$ cat src/verilog/sdf_consts.svh
`ifndef SDF_CONSTS_SVH
`define SDF_CONSTS_SVH

// ----------------------------------------------------------------------
// Widths
// ----------------------------------------------------------------------
`define SDF_ACC_W        24
`define SDF_CNT_W        8
`define SDF_OUT_W        16

// ----------------------------------------------------------------------
// Field positions
// ----------------------------------------------------------------------
`define SDF_WORD_BIT     7
`define SDF_OUT_MSB      23
`define SDF_OUT_LSB      8

// ----------------------------------------------------------------------
// Reset values and modulator clock divider
// ----------------------------------------------------------------------
`define SDF_ACC_RST      24'h000000
`define SDF_CNT_RST      8'h00
`define SDF_OUT_RST      16'h0000
`define SDF_MCLK_HALF    3'h2
`define SDF_DIV_RST      3'h0

`endif

$ cat src/verilog/sdf_pkg.sv
package sdf_pkg;
  `include "sdf_consts.svh"

  typedef logic [`SDF_ACC_W-1:0] sdf_acc_t;
  typedef logic [`SDF_CNT_W-1:0] sdf_cnt_t;
  typedef logic [`SDF_OUT_W-1:0] sdf_word_t;
endpackage

$ cat src/verilog/sdf_sinc3_decimator.sv
`timescale 1ns/100ps
`include "sdf_consts.svh"

module sdf_sinc3_decimator (
  input  wire logic              ref_clk_i,
  input  wire logic              reset_i,
  input  wire logic              modulator_bitstream_i,
  output logic                   modulator_clock_o,
  output sdf_pkg::sdf_word_t     sample_o,
  output logic                   sample_valid_o
);
  import sdf_pkg::*;

  // ----------------------------------------------------------------------
  // Modulator clock generation
  // ----------------------------------------------------------------------
  logic [2:0] div_q;
  logic [2:0] div_d;
  logic       mclk_q;
  logic       mclk_d;
  wire        half_done;
  wire        mclk_fall;
  wire        mclk_rise;

  // Divide by ten: 10 MHz modulator clock, framing the bitstream
  assign half_done = (div_q == (`SDF_MCLK_HALF + 3'h2));
  assign div_d     = half_done ? `SDF_DIV_RST : div_q + 3'h1;
  assign mclk_d    = half_done ? ~mclk_q : mclk_q;
  assign mclk_fall = half_done & mclk_q;
  assign mclk_rise = half_done & ~mclk_q;

  // Divider registers
  always_ff @(posedge ref_clk_i) begin
    if (reset_i) begin
      div_q  <= `SDF_DIV_RST;
      mclk_q <= 1'b0;
    end else begin
      div_q  <= div_d;
      mclk_q <= mclk_d;
    end
  end

  // ----------------------------------------------------------------------
  // Bit capture and integrators
  // ----------------------------------------------------------------------
  logic     filter_bit_input_q;
  sdf_acc_t integrator_stage_one_q;
  sdf_acc_t integrator_stage_two_q;
  sdf_acc_t integrator_stage_three_q;
  sdf_acc_t bit_value;

  // Bit sampled as modulator clock falls, mid data eye
  always_ff @(posedge ref_clk_i) begin
    if (reset_i) begin
      filter_bit_input_q <= 1'b0;
    end else if (mclk_fall) begin
      filter_bit_input_q <= modulator_bitstream_i;
    end
  end

  // Received bit widened to an input value of 0 or 1
  assign bit_value = {{(`SDF_ACC_W-1){1'b0}}, filter_bit_input_q};

  // Integrators advance on every modulator rising edge
  always_ff @(posedge ref_clk_i) begin
    if (reset_i) begin
      integrator_stage_one_q   <= `SDF_ACC_RST;
      integrator_stage_two_q   <= `SDF_ACC_RST;
      integrator_stage_three_q <= `SDF_ACC_RST;
    end else if (mclk_rise) begin
      integrator_stage_one_q   <= integrator_stage_one_q + bit_value;
      integrator_stage_two_q   <= integrator_stage_two_q
                                  + integrator_stage_one_q;
      integrator_stage_three_q <= integrator_stage_three_q
                                  + integrator_stage_two_q;
    end
  end

  // ----------------------------------------------------------------------
  // Decimation counter and word clock
  // ----------------------------------------------------------------------
  sdf_cnt_t word_count_q;
  logic     word_clk_q;
  wire      word_clk;
  wire      word_rise;

  // Counter steps on each modulator falling edge, wraps freely
  always_ff @(posedge ref_clk_i) begin
    if (reset_i) begin
      word_count_q <= `SDF_CNT_RST;
    end else if (mclk_fall) begin
      word_count_q <= word_count_q + 8'h01;
    end
  end

  // Word clock is the counter MSB; rising edge detected here
  assign word_clk  = word_count_q[`SDF_WORD_BIT];
  assign word_rise = word_clk & ~word_clk_q;

  always_ff @(posedge ref_clk_i) begin
    if (reset_i) begin
      word_clk_q <= 1'b0;
    end else begin
      word_clk_q <= word_clk;
    end
  end

  // ----------------------------------------------------------------------
  // Differentiators and output register
  // ----------------------------------------------------------------------
  sdf_acc_t integrator_three_saved_q;
  sdf_acc_t comb_stage_one_q;
  sdf_acc_t comb_stage_two_q;
  sdf_acc_t comb_stage_three_q;
  sdf_acc_t comb_one_delay_q;
  sdf_acc_t comb_two_delay_q;
  sdf_word_t sample_q;
  logic     sample_valid_q;

  // Comb cascade runs once per word clock rising edge
  always_ff @(posedge ref_clk_i) begin
    if (reset_i) begin
      integrator_three_saved_q <= `SDF_ACC_RST;
      comb_one_delay_q         <= `SDF_ACC_RST;
      comb_two_delay_q         <= `SDF_ACC_RST;
      comb_stage_one_q         <= `SDF_ACC_RST;
      comb_stage_two_q         <= `SDF_ACC_RST;
      comb_stage_three_q       <= `SDF_ACC_RST;
    end else if (word_rise) begin
      comb_stage_one_q <= integrator_stage_three_q
                          - integrator_three_saved_q;
      integrator_three_saved_q <= integrator_stage_three_q;
      comb_stage_two_q <= comb_stage_one_q - comb_one_delay_q;
      comb_one_delay_q <= comb_stage_one_q;
      comb_stage_three_q <= comb_stage_two_q - comb_two_delay_q;
      comb_two_delay_q   <= comb_stage_two_q;
    end
  end

  // Output word loads old comb three value, as in the reference
  always_ff @(posedge ref_clk_i) begin
    if (reset_i) begin
      sample_q       <= `SDF_OUT_RST;
      sample_valid_q <= 1'b0;
    end else begin
      sample_valid_q <= word_rise;
      if (word_rise) begin
        sample_q <= comb_stage_three_q[`SDF_OUT_MSB:`SDF_OUT_LSB];
      end
    end
  end

  // ----------------------------------------------------------------------
  // Outputs
  // ----------------------------------------------------------------------
  assign modulator_clock_o = mclk_q;
  assign sample_o          = sample_q;
  assign sample_valid_o    = sample_valid_q;

endmodule // sdf_sinc3_decimator

$ cat config.mk
export PLATFORM = sky130hd
export DESIGN_NAME = sdf_sinc3_decimator
export DESIGN_NICKNAME = d
export VERILOG_FILES = /design/src/verilog/sdf_pkg.sv /design/src/verilog/sdf_sinc3_decimator.sv
export VERILOG_INCLUDE_DIRS = /design/src /design/src/verilog
export SDC_FILE = /design/constraint.sdc
export NUM_CORES = 1
export LEC_CHECK = 0
export ABC_AREA = 1
export ABC_CLOCK_PERIOD_IN_PS = 5300
export BUFFER_PORTS_ARGS = -buffer_cell sky130_fd_sc_hd__buf_4
export CORE_AREA = 2 2 178 180
export CTS_CLUSTER_DIAMETER = 40
export DETAILED_ROUTE_END_ITERATION = 6
export DIE_AREA = 0 0 180 182
export PLACE_DENSITY = 0.7
export REMOVE_ABC_BUFFERS = 1
export SLEW_MARGIN = 10
export SYNTH_ARGS = -nofsm -noshare
export SYNTH_HDL_FRONTEND = slang
export SYNTH_SLANG_ARGS = --single-unit
export TNS_END_PERCENT = 50
$ cat constraint.sdc
create_clock -name ref_clk_i -period 5.3 [get_ports ref_clk_i]
set_clock_uncertainty 0.2 [all_clocks]
set_input_delay 0.53 -clock ref_clk_i [delete_from_list [all_inputs] [get_ports ref_clk_i]]
set_output_delay 0.53 -clock ref_clk_i [all_outputs]
set_load 0.005 [all_outputs]
==> flow_summary.ini, run 1 <==
[worst_setup_path]
worstSetupStartpointType = register
worstSetupEndpointType = register
worstPathMaxFanout = 101
worst_ep_arrival_time_ns = 2.99
cp_data_required_time_ns = 5.54
worst-setup-path-type = reg -> reg

[power]
power.switching_mw = 1.36
internal_power_mw = 3.65
clock_power_share = 0.521
switching_share = 0.271
pwr-share-comb = 0.109
pwr-share-seq = 0.370
leakagePower_nw = 9.89
power.total_mw = 5.01
worst_ir_drop_vdd_mv = 0.269
power_density_nw_per_um2 = 271

[route]
drt_first_pass_iters = 6
wire_per_inst_um = 13.8
route.antenna.remaining_nets = 0
detail_route.vias_per_cell = 5.16
finalWirelength_mm = 44.1
route.detailed.drc = 0
starting_drc_count_in_detailed_routing = 1014
route.vias.total = 16430

[clock_network]
ctsHoldBuffers = 0
cts_setup_buffers = 0
clkSinkCount = 239
post_cts_resize_count = 0
clock_tree.buffer_depth = 3
clkSlewWorstSetupHoldPaths_ns = 0.06
clock_insertion_delay_worst_skew_ns = 0.55
root_driver = sky130_fd_sc_hd__clkbuf_16
clock_tree_from_tritoncts = yes
maximum_level_of_the_cts_h_tree = 2
cts_inserted_buffers = 40

[die]
rows = 65
start_util = 0.538
floorplan.core_area_um2 = 31000
ioPinCount = 21
dieHeight_um = 182
die_area_um2 = 32800
fp.dieW_um = 180

[placement]
count_of_buffers_from_port_buffering = 20
pre_cts_slack_ns = 2.56
placedInstanceArea_um2 = 17100
dp_hpwl_mm = 33.1
numPlacedInstances = 3113
globalplace.congestion = 0.916

[grt]
grt_max_degree = 102
overflow = 0
antenna_found_initial = 1
grt_pass1_vias = 15613
grt_pass1_wl_mm = 73.8
grt.total_usage = 0.270

[yosys]
post_synth_instance_area_um2 = 16700
post-synth-top-area-fraction = 0.287
synth_top_cell_by_area = sky130_fd_sc_hd__dfxtp_1
syn_avg_cell_area_um2 = 6.06
synth-warning-count = 0
ys_ff_latch = 239
yosys-top-cells-area = sky130_fd_sc_hd__dfxtp_1, sky130_fd_sc_hd__nand2_1, sky130_fd_sc_hd__inv_1, sky130_fd_sc_hd__ha_1, sky130_fd_sc_hd__nor2_1
postSynthCellCount = 2754
synth-seq-area-share = 0.287
post_synth_num_cell_types = 36

[run]
maxCapViolations = 0

[sta]
setup_total_negative_slack_ns = 0
timing.hold.ws_ns = 0.0536
timing.final.hold_violations = 0
max_freq_mhz = 364
post-route-min-period_ns = 2.75
final-max-slew-violation-count = 0
setup_viol = 0
period_share = 0.518
timing_worst_slew_pin_value_ns = 0.934
layout_setup_ws_ns = 2.55
max-slew-margin-rel = 0.378
grt_setup_unrepaired = false

[hold_path]
holdCritPathClass = in -> reg

[layout]
antenna_cells_inserted = 0
final_cell_count_no_fill = 3183
final_nets = 2879
final_core_utilization = 0.596
flow.area_growth_from_synthesis_pct = 10.7
drive_above_1_share = 0.0414
design_area_um2 = 18500

[status]
outcome = completed
[area by class of cell]
type | instances | area, µm²
fillers | 3103 | 12500
repair buffers | 27 | 203
inverters | 506 | 1900
clock buffers | 49 | 1110
well taps | 402 | 503
flip-flops and latches | 239 | 4780
multi-input cells | 1939 | 9720
clock inverters | 21 | 234
[power by group through the flow]
stage | sequential (mW) | clock, mW | combinational [mW]
6_report | 1.85 | 2.61 | 0.545
5_1_grt | 1.86 | 2.74 | 0.620
4_1_cts | 1.85 | 2.67 | 0.540
3_5_place_dp | 1.89 | 0 | 0.536
3_3_place_gp | 1.89 | 0 | 0.534
2_1_floorplan | 1.88 | 0 | 0.402
[layer usage]
| layer | wire, µm | vias up | GRT usage |
|---|---|---|---|
| met1 | 19600 | 7344 | 0.324 |
| met2 | 20700 | 349 | 0.480 |
| met3 | 2040 | 120 | 0.0445 |
| met5 | 0 | - | 0 |
| met4 | 1770 | 0 | 0.112 |
| li1 | - | 8617 | - |
[sequential cells by signal (all words and copies together), names as in the netlist]
| name | cells |
|---|---|
| comb_two_delay_q | 24 |
| comb_one_delay_q | 24 |
| integrator_three_saved_q | 24 |
| integrator_stage_two_q | 24 |
| sample_o | 16 |
| comb_stage_three_q | 16 |
| filter_bit_input_q | 1 |
| sample_valid_o | 1 |
| comb_stage_one_q | 24 |
| word_count_q | 8 |
| word_clk_q | 1 |
| integrator_stage_one_q | 24 |
| modulator_clock_o | 1 |
| integrator_stage_three_q | 24 |
| div_q | 3 |
| comb_stage_two_q | 24 |
[Yosys cell counts]
library cell               count
sky130_fd_sc_hd__nand2_1     714
sky130_fd_sc_hd__nor2_1      375
sky130_fd_sc_hd__ha_1        119
sky130_fd_sc_hd__nand2_2       2
sky130_fd_sc_hd__clkinv_2      1
sky130_fd_sc_hd__nor3_1       29
sky130_fd_sc_hd__o21ai_1       3
sky130_fd_sc_hd__buf_1         8
sky130_fd_sc_hd__dfxtp_1     239
sky130_fd_sc_hd__nor2_4        4
sky130_fd_sc_hd__inv_1       505
sky130_fd_sc_hd__or2_1         1
sky130_fd_sc_hd__and3_1        2
sky130_fd_sc_hd__nand3_1     159
sky130_fd_sc_hd__a31oi_1       1
sky130_fd_sc_hd__o221ai_1      1
sky130_fd_sc_hd__o21a_1        1
sky130_fd_sc_hd__a21o_1        8
sky130_fd_sc_hd__buf_2        13
sky130_fd_sc_hd__clkbuf_1     49
sky130_fd_sc_hd__a211oi_1      1
sky130_fd_sc_hd__nor3_2        3
sky130_fd_sc_hd__xnor2_1      15
sky130_fd_sc_hd__o21bai_1     15
sky130_fd_sc_hd__nand2_4       2
sky130_fd_sc_hd__or2_2         2
sky130_fd_sc_hd__fa_1          4
sky130_fd_sc_hd__o211ai_1      2
sky130_fd_sc_hd__nor2_2        2
sky130_fd_sc_hd__nand3b_1      4
sky130_fd_sc_hd__and2_1        8
sky130_fd_sc_hd__nand4_1      41
sky130_fd_sc_hd__a21oi_1     210
sky130_fd_sc_hd__xor2_1       39
sky130_fd_sc_hd__o21ai_0     170
sky130_fd_sc_hd__nand3_2       2
[layout by cell type, fill, tap and decap left out, types with 3 or more instances in the layout]
master	netlist	routed
sky130_fd_sc_hd__nand2_1	714	714
sky130_fd_sc_hd__inv_1	505	503
sky130_fd_sc_hd__nor2_1	375	374
sky130_fd_sc_hd__dfxtp_1	239	239
sky130_fd_sc_hd__a21oi_1	210	210
sky130_fd_sc_hd__o21ai_0	170	170
sky130_fd_sc_hd__nand3_1	159	159
sky130_fd_sc_hd__ha_1	119	119
sky130_fd_sc_hd__nand4_1	41	41
sky130_fd_sc_hd__clkbuf_16	0	41
sky130_fd_sc_hd__xor2_1	39	39
sky130_fd_sc_hd__nor3_1	29	29
sky130_fd_sc_hd__buf_4	0	27
sky130_fd_sc_hd__o21bai_1	15	15
sky130_fd_sc_hd__xnor2_1	15	15
sky130_fd_sc_hd__a21o_1	8	8
sky130_fd_sc_hd__and2_1	8	8
sky130_fd_sc_hd__inv_6	0	8
sky130_fd_sc_hd__clkinv_2	1	7
sky130_fd_sc_hd__nor2_4	4	5
sky130_fd_sc_hd__clkbuf_8	0	5
sky130_fd_sc_hd__nand3b_1	4	4
sky130_fd_sc_hd__fa_1	4	4
sky130_fd_sc_hd__nor3_2	3	3
sky130_fd_sc_hd__o21ai_1	3	3
sky130_fd_sc_hd__clkbuf_1	49	3
sky130_fd_sc_hd__bufinv_16	0	3
sky130_fd_sc_hd__clkinvlp_4	0	3
[worst max-delay path, stage by stage (launching register included)]
cell and delay [ns]:
sky130_fd_sc_hd__dfxtp_1 0.31, sky130_fd_sc_hd__inv_1 0.08, sky130_fd_sc_hd__nor2_4 0.10, sky130_fd_sc_hd__buf_4 0.57, sky130_fd_sc_hd__buf_4 0.82, sky130_fd_sc_hd__o21ai_0 0.20, sky130_fd_sc_hd__o21ai_0 0.19, sky130_fd_sc_hd__inv_1 0.05
[worst paths after layout]
check | startpoint | to | slack (ns) | cells after the start
hold reg to reg | div_q[0]$_SDFF_PP0_ | div_q[0]$_SDFF_PP0_ | 0.25 | 1
hold / removal | modulator_bitstream_i | filter_bit_input_q$_SDFFE_PP0P_ | 0.05 | 3
setup reg to reg | word_count_q[7]$_SDFFE_PP0P_ | comb_stage_one_q[15]$_SDFFE_PP0P_ | 2.55 | 7
setup / recovery | word_count_q[7]$_SDFFE_PP0P_ | comb_stage_one_q[15]$_SDFFE_PP0P_ | 2.55 | 7
[logic make-up (layout without fill, tap and decap cells)]
kind of cell,count (synthesis),count (layout),share of synthesized area
AOI/OAI and AO/OA,412,412,0.128
xor gates and xnor gates,54,54,0.0284
adders and majority gates,123,123,0.0941
buffers and inverters,576,603,0.131
DFF,239,239,0.287
and+or+nand+nor,1350,1350,0.332
Power figures use the tool's default switching activity.
==> inputs of run 2 (changes only) <==
- ABC_CLOCK_PERIOD_IN_PS: 5300 -> 2600
- clock period: 5.3 -> 2.6 ns (I/O delays scaled with it)
==> flow_summary.ini, run 2 (same netlist as run 1, synthesis figures left out) <==
[status]
outcome = completed

[layout]
flow.area_growth_from_synthesis_pct = 11.8
mostFrequentLayoutCell = sky130_fd_sc_hd__nand2_1
antenna_cells_inserted = 0
final_core_utilization = 0.602
final_nets = 2888
final_cell_count_no_fill = 3194
drive_above_1_share = 0.0433
layout.cells.most_common_list = sky130_fd_sc_hd__nand2_1, sky130_fd_sc_hd__inv_1, sky130_fd_sc_hd__nor2_1
fillCellCount = 3067

[worst_setup_path]
r2r.worst_path.cells = 11
timing.critical_path.slowest_stage_cell = sky130_fd_sc_hd__dfxtp_1
critical_path.cell_chain = ha_1, fa_1, nand2_1, nand2_1, nand2_1, o21bai_1, nand2_1, nand3_1, nand2_1, o21ai_0, inv_1
largest_stage_delay_on_the_critical_path_ns = 0.37
worst_ep_arrival_time_ns = 2.53
worst-setup-path-type = reg -> reg
reg2reg_to = integrator_stage_two_q[16]$_SDFFE_PP0P_
worstPathMaxFanout = 3
cp_data_required_time_ns = 2.84
worstSetupEndpointType = register
worstSetupStartpointType = register
reg2reg_from = integrator_stage_one_q[0]$_SDFFE_PP0P_
timing.reg2reg.setup_slack_ns = 0.31
most_used_cell_cp = sky130_fd_sc_hd__nand2_1

[die]
start_util = 0.538
dieHeight_um = 182
fp.dieW_um = 180
die_area_um2 = 32800
ioPinCount = 21
rows = 65
floorplan.core_area_um2 = 31000

[clock_network]
cts_inserted_buffers = 40
clkSlewWorstSetupHoldPaths_ns = 0.05
clock_insertion_delay_worst_skew_ns = 0.56
maximum_level_of_the_cts_h_tree = 2
clkSinkCount = 239
root_driver = sky130_fd_sc_hd__clkbuf_16
cts_setup_buffers = 0
clock_tree_from_tritoncts = yes
clock_tree.buffer_depth = 3

[grt]
grt.total_usage = 0.274
grt_max_degree = 114
met2_demand_to_capacity_share_in_global_routing = 0.490
antenna_found_initial = 0
grt_pass1_wl_mm = 74.4
overflow = 0
global_route.peak_usage_layer = met2
globalRouteMet1Util = 0.327
met3_track_demand_over_resource_in_global_routing = 0.0353
grt_pass1_vias = 15784

[placement]
numPlacedInstances = 3121
globalplace.congestion = 0.951
count_of_buffers_from_port_buffering = 20
dp_hpwl_mm = 33.8

[power]
worst_ir_drop_vdd_mv = 0.661
power_density_nw_per_um2 = 550
leakagePower_nw = 9.97

[sta]
final-max-slew-violation-count = 0
post-route-min-period_ns = 2.29
max_freq_mhz = 437
grt_setup_unrepaired = false
timing.final.hold_violations = 0
setup_viol = 0
max-slew-margin-rel = 0.609
timing_worst_slew_pin_value_ns = 0.587
period_share = 0.880
setup_total_negative_slack_ns = 0

[hold_path]
hold_path_startpoint = reset_i
holdCritPathClass = in -> reg
hold-path-cell-count = 3
min_delay_worst_endpoint = integrator_stage_one_q[11]$_SDFFE_PP0P_

[route]
route.detailed.drc = 0
route.antenna.remaining_nets = 0
starting_drc_count_in_detailed_routing = 843
wire_per_inst_um = 14.0
finalWirelength_mm = 44.6
detail_route.vias_per_cell = 5.13
drt_first_pass_iters = 6
route.vias.total = 16391

[run]
maxCapViolations = 0
[run 2: changes by cell type in the layout (fill, tap and decap cells not counted), moves of 2 or more]
cell	delta
sky130_fd_sc_hd__buf_12	+7
sky130_fd_sc_hd__inv_6	-3
sky130_fd_sc_hd__clkinvlp_4	+2
sky130_fd_sc_hd__clkbuf_1	+4
sky130_fd_sc_hd__clkinv_2	-3
[run 2: layer usage]
| layer | routed length [µm] | part of all wire |
|---|---|---|
| met5 | 0 | 0 |
| met4 | 1750 | 0.039 |
| met3 | 1810 | 0.041 |
| met1 | 19600 | 0.44 |
| met2 | 21500 | 0.48 |
[run 2: through the flow]
step	setup slack (ns)	hold slack (ns)	cell area (µm²)	power [mW]
2_1_floorplan	-7.64	0.129	16400	4.64
3_3_place_gp	0.323	0.229	17300	4.93
5_1_grt	0.0961	0.149	18600	10.7
3_5_place_dp	0.340	0.243	17300	4.94
4_1_cts	0.303	0.102	18600	10.3
6_report	0.313	0.128	18600	10.3
[run 2: repair_timing]
| action | in CTS | in global routing |
|---|---|---|
| resized for setup | 0 | 0 |
| hold buffers | 1 | 0 |
| hold endpoints to repair | 1 | 0 |
[run 2: where the power goes]
group          internal [mW]  leakage (nW)  switching (mW)
sequential              3.72          1.93          0.0629
combinational          0.385          7.39           0.706
clock                   3.42         0.654            1.96
[run 2: critical path: cells and delay by family, from the launching register on]
kind	cells	cell delay (ns)
and+or+nand+nor	6	0.56
AOI/OAI and AO/OA	2	0.50
adders and majority gates	2	0.48
DFF	1	0.37
buffers and inverters	1	0.06
[run 2: how the worst max path moves through the flow]
stage	to	slack, ns	depth (start not counted)	start
6_report	integrator_stage_two_q[16]$_SDFFE_PP0P_	0.31	11	integrator_stage_one_q[0]$_SDFFE_PP0P_
4_1_cts	integrator_stage_two_q[16]$_SDFFE_PP0P_	0.30	11	integrator_stage_one_q[0]$_SDFFE_PP0P_
3_5_place_dp	comb_stage_one_q[12]$_SDFFE_PP0P_	0.34	11	integrator_stage_three_q[0]$_SDFFE_PP0P_
5_1_grt	comb_stage_one_q[12]$_SDFFE_PP0P_	0.1	11	integrator_stage_three_q[0]$_SDFFE_PP0P_
3_3_place_gp	comb_stage_one_q[12]$_SDFFE_PP0P_	0.32	11	integrator_stage_three_q[0]$_SDFFE_PP0P_
2_1_floorplan	comb_one_delay_q[10]$_SDFFE_PP0P_	-7.64	5	word_count_q[7]$_SDFFE_PP0P_
[run 2: cell type report]
| class | instances | area (µm²) | area share |
|---|---|---|---|
| multi-input cells | 1939 | 9720 | 0.522 |
| flip-flops and latches | 239 | 4780 | 0.257 |
| inverters | 506 | 1900 | 0.102 |
| clock buffers | 52 | 1100 | 0.0588 |
| well taps | 402 | 503 | 0.0270 |
| repair buffers | 36 | 360 | 0.0193 |
| clock inverters | 20 | 274 | 0.0147 |
